[src/design/serial_port_pkg.sv]
/*
  Shared constants for the serial peripheral port: word widths, bit
  positions, prescale structure, reset values and the master clock state.
  Assumes nothing of its surroundings; imported whole by every module except link_peer.
*/
package serial_port_pkg;

  // ----------------------------------------------------------------
  // word geometry
  // ----------------------------------------------------------------
  localparam int          SHIFT_WIDTH  = 16;
  localparam logic [4:0]  BYTE_BITS    = 5'h08;
  localparam logic [4:0]  WORD_BITS    = 5'h10;
  localparam int          BYTE_MSB     = 7;
  localparam int          WORD_MSB     = 15;
  localparam int          IN_BIT       = 0;
  localparam logic [15:0] SHIFT_RESET  = 16'h0000;
  localparam logic [15:0] BUFFER_RESET = 16'h0000;

  // ----------------------------------------------------------------
  // clocking
  // ----------------------------------------------------------------
  localparam int          CLK_PERIOD_NS = 100;
  localparam logic [1:0]  QUARTER_LAST  = 2'h3;
  localparam int          PRI_WIDTH     = 2;
  localparam int          SEC_WIDTH     = 3;
  localparam int          SYNC_STAGES   = 2;

  // ----------------------------------------------------------------
  // master clock generator state
  // ----------------------------------------------------------------
  typedef enum logic [1:0] {
    CLK_IDLE = 2'b01,
    CLK_RUN  = 2'b10
  } clk_state_t;

endpackage

[src/design/input_sync.sv]
/*
  Two-flop synchroniser for pin inputs.
  Assumes asynchronous levels in; only the second stage is read outside.
*/
`timescale 1ns/100ps
`default_nettype none
module input_sync
  import serial_port_pkg::*;
#(
  parameter int WIDTH = 3
) (
  input  wire logic             clk_i,
  input  wire logic             reset_n_i,
  input  wire logic [WIDTH-1:0] d_i,
  output var  logic [WIDTH-1:0] q_o
);

  logic [WIDTH-1:0] stage1;

  // first stage feeds the second only, to keep metastability contained
  always_ff @(posedge clk_i) begin
    if (!reset_n_i) begin
      stage1 <= '0;
      q_o    <= '0;
    end else begin
      stage1 <= d_i;
      q_o    <= stage1;
    end
  end

endmodule
`default_nettype wire

[src/design/port_clock_divider.sv]
/*
  Shift clock prescaler: a fixed quarter divider, then a primary and a
  secondary programmable stage. Each tick is one half period of the
  serial clock. Assumes the prescale fields are stable while run_i is high.
*/
`timescale 1ns/100ps
`default_nettype none
module port_clock_divider
  import serial_port_pkg::*;
#(
  parameter int PRI_W = PRI_WIDTH,
  parameter int SEC_W = SEC_WIDTH
) (
  input  wire logic             clk_i,
  input  wire logic             reset_n_i,
  input  wire logic             run_i,
  input  wire logic [PRI_W-1:0] primary_prescale_i,
  input  wire logic [SEC_W-1:0] secondary_prescale_i,
  output logic                  tick_o
);

  logic [1:0]       quarter_cnt;
  logic [PRI_W-1:0] pri_cnt;
  logic [SEC_W-1:0] sec_cnt;

  // ----------------------------------------------------------------
  // stage enables, each field divides by its value plus one
  // ----------------------------------------------------------------
  wire quarter_en = run_i && (quarter_cnt == QUARTER_LAST);
  wire pri_en     = quarter_en && (pri_cnt == primary_prescale_i);
  assign tick_o   = pri_en && (sec_cnt == secondary_prescale_i);

  // counters rest at zero so the first half period is always full length
  always_ff @(posedge clk_i) begin
    if (!reset_n_i || !run_i) begin
      quarter_cnt <= '0;
      pri_cnt     <= '0;
      sec_cnt     <= '0;
    end else begin
      quarter_cnt <= quarter_cnt + 2'h1;
      if (quarter_en) pri_cnt <= pri_en ? '0 : pri_cnt + 1'b1;
      if (pri_en)     sec_cnt <= tick_o ? '0 : sec_cnt + 1'b1;
    end
  end

endmodule
`default_nettype wire

[src/design/serial_peripheral_port.sv]
/*
  Serial peripheral port: 16-bit shift register, double-buffered transmit
  and receive behind one buffer port, master or slave shift clock.
  Assumes a 10 MHz clk_i, control inputs held steady during a transfer,
  and buffer strobes that are single-cycle pulses from same-clock logic.

*/
`timescale 1ns/100ps
`default_nettype none
module serial_peripheral_port
  import serial_port_pkg::*;
(
  input  wire logic                 clk_i,
  input  wire logic                 reset_n_i,
  // control
  input  wire logic                 port_enable_i,
  input  wire logic                 master_mode_i,
  input  wire logic                 word_width_select_i,
  input  wire logic                 clock_idle_polarity_i,
  input  wire logic                 clock_edge_select_i,
  input  wire logic                 slave_select_enable_i,
  input  wire logic [PRI_WIDTH-1:0] primary_prescale_i,
  input  wire logic [SEC_WIDTH-1:0] secondary_prescale_i,
  input  wire logic                 irq_enable_i,
  input  wire logic                 irq_clear_i,
  // buffer port
  input  wire logic                 buf_write_i,
  input  wire logic [15:0]          buf_wdata_i,
  input  wire logic                 buf_read_i,
  output logic [15:0]               buf_rdata_o,
  // status
  output logic                      rx_full_o,
  output logic                      tx_full_o,
  output logic                      rx_overrun_flag_o,
  output logic                      irq_flag_o,
  output logic                      irq_o,
  // pins
  input  wire logic                 serial_data_in_i,
  output logic                      serial_data_out_o,
  output logic                      serial_data_out_oe_o,
  input  wire logic                 shift_clock_pin_i,
  output logic                      shift_clock_pin_o,
  output logic                      shift_clock_pin_oe_o,
  input  wire logic                 slave_select_n_i
);

  // ----------------------------------------------------------------
  // state
  // ----------------------------------------------------------------
  clk_state_t  state;
  logic        sck_level;
  logic [4:0]  half_cnt;
  logic [4:0]  bit_cnt;
  logic        slave_busy;
  logic [15:0] shift_reg;
  logic [15:0] cur_word;
  logic [15:0] tx_buf;
  logic [15:0] rx_buf;
  logic        sdo_q;
  logic        sck_prev;
  logic        ss_prev;
  logic        width_prev;
  logic        sdi_s;
  logic        sck_s;
  logic        ss_n_s;
  logic        m_tick;

  // ----------------------------------------------------------------
  // pin synchronisers and master clock prescaler
  // ----------------------------------------------------------------
  input_sync #(
    .WIDTH (3)
  ) u_sync (
    .clk_i     (clk_i),
    .reset_n_i (reset_n_i),
    .d_i       ({serial_data_in_i, shift_clock_pin_i, slave_select_n_i}),
    .q_o       ({sdi_s, sck_s, ss_n_s})
  );

  // overrun stops the prescaler and clears its counters so the master clock pauses cleanly
  port_clock_divider #(
    .PRI_W (PRI_WIDTH),
    .SEC_W (SEC_WIDTH)
  ) u_div (
    .clk_i                (clk_i),
    .reset_n_i            (reset_n_i),
    .run_i                ((state == CLK_RUN) && !rx_overrun_flag_o),
    .primary_prescale_i   (primary_prescale_i),
    .secondary_prescale_i (secondary_prescale_i),
    .tick_o               (m_tick)
  );

  // ----------------------------------------------------------------
  // word geometry
  // ----------------------------------------------------------------
  function automatic logic out_bit(input logic [15:0] w, input logic wide);
    out_bit = wide ? w[WORD_MSB] : w[BYTE_MSB];
  endfunction

  wire [4:0]  nbits    = word_width_select_i ? WORD_BITS : BYTE_BITS;
  wire [5:0]  half_end = {1'b0, nbits} + {1'b0, nbits} - 6'h01;
  wire [15:0] rx_raw   = {shift_reg[15:1], sdi_s};
  wire [15:0] rx_word  = word_width_select_i ? rx_raw : {8'h00, rx_raw[7:0]};

  // ----------------------------------------------------------------
  // edge sources: own prescaled clock or the external one
  // ----------------------------------------------------------------
  wire m_run     = (state == CLK_RUN) && m_tick;
  wire m_lead    = m_run && (sck_level == clock_idle_polarity_i);
  wire m_trail   = m_run && (sck_level != clock_idle_polarity_i);
  wire sel_ok    = !slave_select_enable_i || !ss_n_s;
  wire s_edge    = (sck_s != sck_prev) && sel_ok;
  wire s_lead    = s_edge && (sck_prev == clock_idle_polarity_i);
  wire s_trail   = s_edge && (sck_prev != clock_idle_polarity_i);
  wire live      = port_enable_i && !rx_overrun_flag_o;
  wire lead_ev   = live && (master_mode_i ? m_lead : s_lead);
  wire trail_ev  = live && (master_mode_i ? m_trail : s_trail);

  // edge select: set means data changes on the active-to-idle edge
  wire sample_ev = clock_edge_select_i ? lead_ev : trail_ev;
  wire change_ev = clock_edge_select_i ? trail_ev : lead_ev;
  wire shift_ok  = change_ev && (!clock_edge_select_i || bit_cnt != 5'h00);
  wire complete  = sample_ev && (bit_cnt == nbits - 5'h01);

  // ----------------------------------------------------------------
  // load and restart conditions
  // ----------------------------------------------------------------
  wire busy      = master_mode_i ? (state == CLK_RUN) : slave_busy;
  wire load_go   = port_enable_i && tx_full_o && !busy && !rx_overrun_flag_o;
  wire ss_rise   = slave_select_enable_i && !master_mode_i && ss_n_s && !ss_prev;
  wire restart   = !port_enable_i || ss_rise || (width_prev != word_width_select_i);
  wire rx_room   = !rx_full_o || buf_read_i;

  // edge detector history: clock and select from the second sync stage, width straight from its input
  always_ff @(posedge clk_i) begin
    if (!reset_n_i) begin
      sck_prev   <= 1'b0;
      ss_prev    <= 1'b1;
      width_prev <= 1'b0;
    end else begin
      sck_prev   <= sck_s;
      ss_prev    <= ss_n_s;
      width_prev <= word_width_select_i;
    end
  end

  // ----------------------------------------------------------------
  // master clock generator
  // ----------------------------------------------------------------
  // one tick per half period, 2N halves, idle level restored at the end
  always_ff @(posedge clk_i) begin
    if (!reset_n_i) begin
      state     <= CLK_IDLE;
      sck_level <= 1'b0;
      half_cnt  <= 5'h00;
    end else if (restart || !master_mode_i) begin
      state     <= CLK_IDLE;
      sck_level <= clock_idle_polarity_i;
      half_cnt  <= 5'h00;
    end else begin
      case (state)
        CLK_IDLE: begin
          sck_level <= clock_idle_polarity_i;
          half_cnt  <= 5'h00;
          if (load_go) state <= CLK_RUN;
        end
        CLK_RUN: begin
          if (m_tick && !rx_overrun_flag_o) begin
            sck_level <= !sck_level;
            half_cnt  <= half_cnt + 5'h01;
            if ({1'b0, half_cnt} == half_end) begin
              state     <= CLK_IDLE;
              sck_level <= clock_idle_polarity_i;
            end
          end
        end
        default: begin
          state <= CLK_IDLE;
        end
      endcase
    end
  end

  // ----------------------------------------------------------------
  // shift register, bit counter, data output
  // ----------------------------------------------------------------
  // sample edge fills bit 0, change edge presents the msb and shifts
  always_ff @(posedge clk_i) begin
    if (!reset_n_i) begin
      shift_reg  <= SHIFT_RESET;
      cur_word   <= SHIFT_RESET;
      sdo_q      <= 1'b0;
      bit_cnt    <= 5'h00;
      slave_busy <= 1'b0;
    end else if (restart) begin
      // reload the current word so the next select starts at the msb
      bit_cnt    <= 5'h00;
      slave_busy <= 1'b0;
      shift_reg  <= clock_edge_select_i ? {cur_word[14:0], 1'b0} : cur_word;
      if (clock_edge_select_i) sdo_q <= out_bit(cur_word, word_width_select_i);
    end else if (load_go) begin
      cur_word   <= tx_buf;
      shift_reg  <= clock_edge_select_i ? {tx_buf[14:0], 1'b0} : tx_buf;
      if (clock_edge_select_i) sdo_q <= out_bit(tx_buf, word_width_select_i);
    end else if (sample_ev) begin
      shift_reg[IN_BIT] <= sdi_s;
      bit_cnt    <= complete ? 5'h00 : bit_cnt + 5'h01;
      slave_busy <= !complete;
    end else if (shift_ok) begin
      sdo_q      <= out_bit(shift_reg, word_width_select_i);
      shift_reg  <= {shift_reg[14:0], 1'b0};
      slave_busy <= 1'b1;
    end
  end

  // ----------------------------------------------------------------
  // transmit and receive buffers behind one port
  // ----------------------------------------------------------------
  // a new write wins over the load that empties the holding buffer
  always_ff @(posedge clk_i) begin
    if (!reset_n_i) begin
      tx_buf    <= BUFFER_RESET;
      tx_full_o <= 1'b0;
    end else begin
      if (buf_write_i) tx_buf <= buf_wdata_i;
      if (buf_write_i) tx_full_o <= 1'b1;
      else if (load_go) tx_full_o <= 1'b0;
    end
  end

  // a read in the completion cycle frees room, so the word is kept
  always_ff @(posedge clk_i) begin
    if (!reset_n_i) begin
      rx_buf            <= BUFFER_RESET;
      rx_full_o         <= 1'b0;
      rx_overrun_flag_o <= 1'b0;
    end else begin
      if (complete && rx_room) begin
        rx_buf    <= rx_word;
        rx_full_o <= 1'b1;
      end else if (buf_read_i) begin
        rx_full_o <= 1'b0;
      end
      if (complete && !rx_room) rx_overrun_flag_o <= 1'b1;
      else if (buf_read_i) rx_overrun_flag_o <= 1'b0;
    end
  end

  // completion flag is sticky, set beats a same-cycle clear
  always_ff @(posedge clk_i) begin
    if (!reset_n_i) begin
      irq_flag_o <= 1'b0;
    end else if (complete) begin
      irq_flag_o <= 1'b1;
    end else if (irq_clear_i) begin
      irq_flag_o <= 1'b0;
    end
  end

  // ----------------------------------------------------------------
  // outputs
  // ----------------------------------------------------------------
  assign buf_rdata_o          = rx_buf;
  assign irq_o                = irq_flag_o && irq_enable_i;
  assign serial_data_out_o    = sdo_q;
  assign serial_data_out_oe_o = port_enable_i &&
                                (master_mode_i || !slave_select_enable_i || !ss_n_s);
  assign shift_clock_pin_o    = master_mode_i ? sck_level : clock_idle_polarity_i;
  assign shift_clock_pin_oe_o = port_enable_i && master_mode_i;
endmodule
`default_nettype wire

[config.mk]
export PLATFORM = sky130hd
export DESIGN_NAME = serial_peripheral_port
export DESIGN_NICKNAME = d
export VERILOG_FILES = /design/src/design/serial_port_pkg.sv /design/src/design/input_sync.sv /design/src/design/port_clock_divider.sv /design/src/design/serial_peripheral_port.sv
export SDC_FILE = /design/constraint.sdc
export NUM_CORES = 1
export LEC_CHECK = 0
export BUFFER_PORTS_ARGS = -buffer_cell sky130_fd_sc_hd__buf_2
export CAP_MARGIN = 10
export CORE_MARGIN = 3
export CORE_UTILIZATION = 54
export DETAILED_ROUTE_END_ITERATION = 12
export PLACE_DENSITY_LB_ADDON = 0.05
export REMOVE_ABC_BUFFERS = 1
export SLEW_MARGIN = 10
export SYNTH_ARGS = -nofsm -noshare
export SYNTH_HDL_FRONTEND = slang
export SYNTH_HIERARCHICAL = 1
export SYNTH_SLANG_ARGS = --single-unit
[constraint.sdc]
create_clock -name clk_i -period 3.95 [get_ports clk_i]
set_input_delay 0.5925 -clock clk_i [delete_from_list [all_inputs] [get_ports clk_i]]
set_output_delay 0.5925 -clock clk_i [all_outputs]
set_load 0.05 [all_outputs]
==> results.ini <==
[cts]
htree_levels=3
cts_sinks=99
cts_setup_buffers=0
cts.clk_slew.worst_paths_ns=0.10
cts_resized=0
clockBufferDepth=2
tritoncts.num_buffers=9
clock_latency_ns=0.36
root_buffer=clkbuf_8
hold_buffers=0
cts_tree=built

[cells_and_area]
drive_above_1_share_pct=15.9
n_antenna_cell=0
num-nets-final=651
final_common_cell=dfxtp_1
final_cell_mix=dfxtp_1 (99), nand2_1 (88), mux2i_1 (66), buf_2 (60), a21oi_1 (58)
area_growth_pct=10.3

[setup_path]
reg2reg_slack_ns=1.25
path_class=reg2reg
worstSetupEndpointType=flip-flop
cp.arrival_ns=2.96
reg2reg_depth=10
start_kind=flip-flop
crit_fanout=15
regToRegEndpoint=shift_reg[6]$_SDFFE_PN0P_
cp_data_required_time_ns=4.21
r2r-start=state[0]$_SDFFE_PP1P_

[timing]
slew_headroom_pct=54.2
min_period_ns=2.70
worstMarginPinSlew_ns=0.681
hold_viol_final=0
timing.final.crit_share_pct=68.3
fin_setup_tns_ns=0
setup_viol_count_final=0
clock_skew_ns=0.00889
rsz0062_at_grt=false
worst_hold_slack_ns=0.402
slew_violations=0
timing.fmax_mhz=371

[power]
p_clk_share_pct=34.3
p_int_uw=1390
swShare_pct=26.4
p_seq_share_pct=55.0
leakage_uw=0.00223
p_switching_uw=499
peakVddDrop_v=0.000238
combPwrFrac_pct=10.6
power.density_nw_per_um2=349

[synth]
synth-xor-area-share_pct=2.45
avgSynthCellArea_um2=8.62
synth-seq-cells=99
synthCells=569
synth_simple_gate_area_share_pct=20.7
async_reset_ff_share_pct=0
ys_types=64
yosys-top-cells-area=dfxtp_1 (40%), mux2i_1 (13%), nand2_1 (6.7%)
netlist.area_leader.share_pct=40.4
synthMuxAreaShare_pct=13.7
synth_compound_area_share_pct=17.1
ys_seq_area_share_pct=40.4
yosysTopAreaCell=dfxtp_1
synth_top_family_by_area=simple AND/OR/NAND/NOR gates
yosys_warnings=6
synth_adder_area_share_pct=1.28
synth_edf_count=0
netlist_area_um2=4900
synth_flop_cell=dfxtp_1

[job]
maxCapViolations=0

[detailed_routing]
drt-vias-per-instance=5.72
wl_per_cell_um=15.7
first_pass_iters=5
antenna_left=0
dr_total_vias=4132
drtIter0Drc=291
drc=0
routed_wl_mm=11.3

[die]
coreArea_um2=8760
die_area_um2=10300
io_pins=61
die_w_um=101
die_y_um=101
rows=34
start_util_pct=56.0

[global_route]
grt_pass1_wl_mm=18.3
grt_pass1_vias=3721
gr-usage-all-layers_pct=22.1
overflow=0
grt_antenna_before_repair=0
grt_max_degree=35

[worst_hold_path]
hp-start=buf_read_i
holdPathEnd=rx_overrun_flag_o$_SDFFE_PN0P_
hold_class=in2reg
hold_depth=2

[placed_design]
portBuffers=60
dpl.hpwl_mm=8.20
place_congestion=0.809

[status]
run_status=finished clean

[power by group through the flow]
stage / Sequential, µW / Combinational, µW / Clock (µW)
finish: 1040 / 201 / 649
global route: 1040 / 219 / 697
CTS: 1040 / 200 / 663
detailed placement: 1060 / 199 / 0
global placement: 1060 / 195 / 0
floorplan: 1060 / 120 / 0
[cells by family (layout without fill, tap and decap cells)]
| logic type | Yosys count | in the layout |
|---|---|---|
| fa+ha+maj | 5 | 5 |
| compound gates | 131 | 131 |
| flops | 99 | 99 |
| simple gates | 207 | 207 |
| mux | 67 | 67 |
| xor+xnor | 12 | 12 |
| buf+inv | 48 | 94 |
[cell type report]
type                            instances  area, µm²
Inverter                               11       41.3
Timing Repair Buffer                   67        353
Fill cell                             815       3350
Clock inverter                          6       65.1
Sequential cell                        99       1980
Tap cell                              108        135
Clock buffer                           10        128
Multi-Input combinational cell        422       2710
[synthesized netlist by cell type (3+ instances only)]
master and instances:
nand3_1 14, nor2_1 43, o31ai_1 3, a21oi_1 58
and3_1 4, xnor2_1 7, and2_1 11, inv_1 11
buf_1 4, or3_1 3, xor2_1 3, mux2i_1 66
buf_4 4, buf_2 11, nand4_1 5, dfxtp_1 99
ha_1 5, nor3b_1 3, o211ai_1 5, a31oi_1 21
nand2_1 88, nand3b_1 3, o21ai_0 8, clkbuf_1 17
o22ai_1 15, nand2b_1 7, nor2b_1 7
[through the flow]
| stage | power (µW) | util, % | setup WS (ns) | area [µm²] | cells |
|---|---|---|---|---|---|
| 3_5_place_dp | 1260 | 59.5 | 1.12 | 5220 | 707 |
| 4_1_cts | 1900 | 61.7 | 1.26 | 5410 | 723 |
| 5_1_grt | 1960 | 61.7 | 1.04 | 5410 | 723 |
| 6_report | 1890 | 61.7 | 1.25 | 5410 | 723 |
| 3_3_place_gp | 1260 | 59.5 | 1.25 | 5220 | 707 |
| 2_1_floorplan | 1180 | - | 1.42 | 4730 | 532 |
[routing by layer]
layer	part of all wire, %	wire [µm]	global-route usage [%]
met1	50	5620	33.6
met2	43	4910	32.5
met3	5.8	655	3.37
met4	1.3	147	5.83
met5	0	0	0
[critical path: stages, from the launching register on]
cell and delay, ns:
dfxtp_1 0.39, nand2b_1 0.18, nor2_1 0.05, buf_4 0.17
nand4_2 0.15, nor2_1 0.10, and4b_1 0.24, and2_2 0.20
o211ai_1 0.29, nand4_1 0.52, o22ai_1 0.30
[how the worst max path moves through the flow]
stage                                   start                         to
6_report                state[0]$_SDFFE_PP1P_  shift_reg[6]$_SDFFE_PN0P_
3_5_place_dp            primary_prescale_i[0]    bit_cnt[3]$_SDFFE_PP0P_
4_1_cts                 state[0]$_SDFFE_PP1P_  shift_reg[6]$_SDFFE_PN0P_
2_1_floorplan  rx_overrun_flag_o$_SDFFE_PN0P_    bit_cnt[3]$_SDFFE_PP0P_
5_1_grt                 state[0]$_SDFFE_PP1P_  shift_reg[6]$_SDFFE_PN0P_
3_3_place_gp                    port_enable_i  cur_word[15]$_SDFFE_PN0P_
Note: power is estimated with default switching activity, not from simulation.
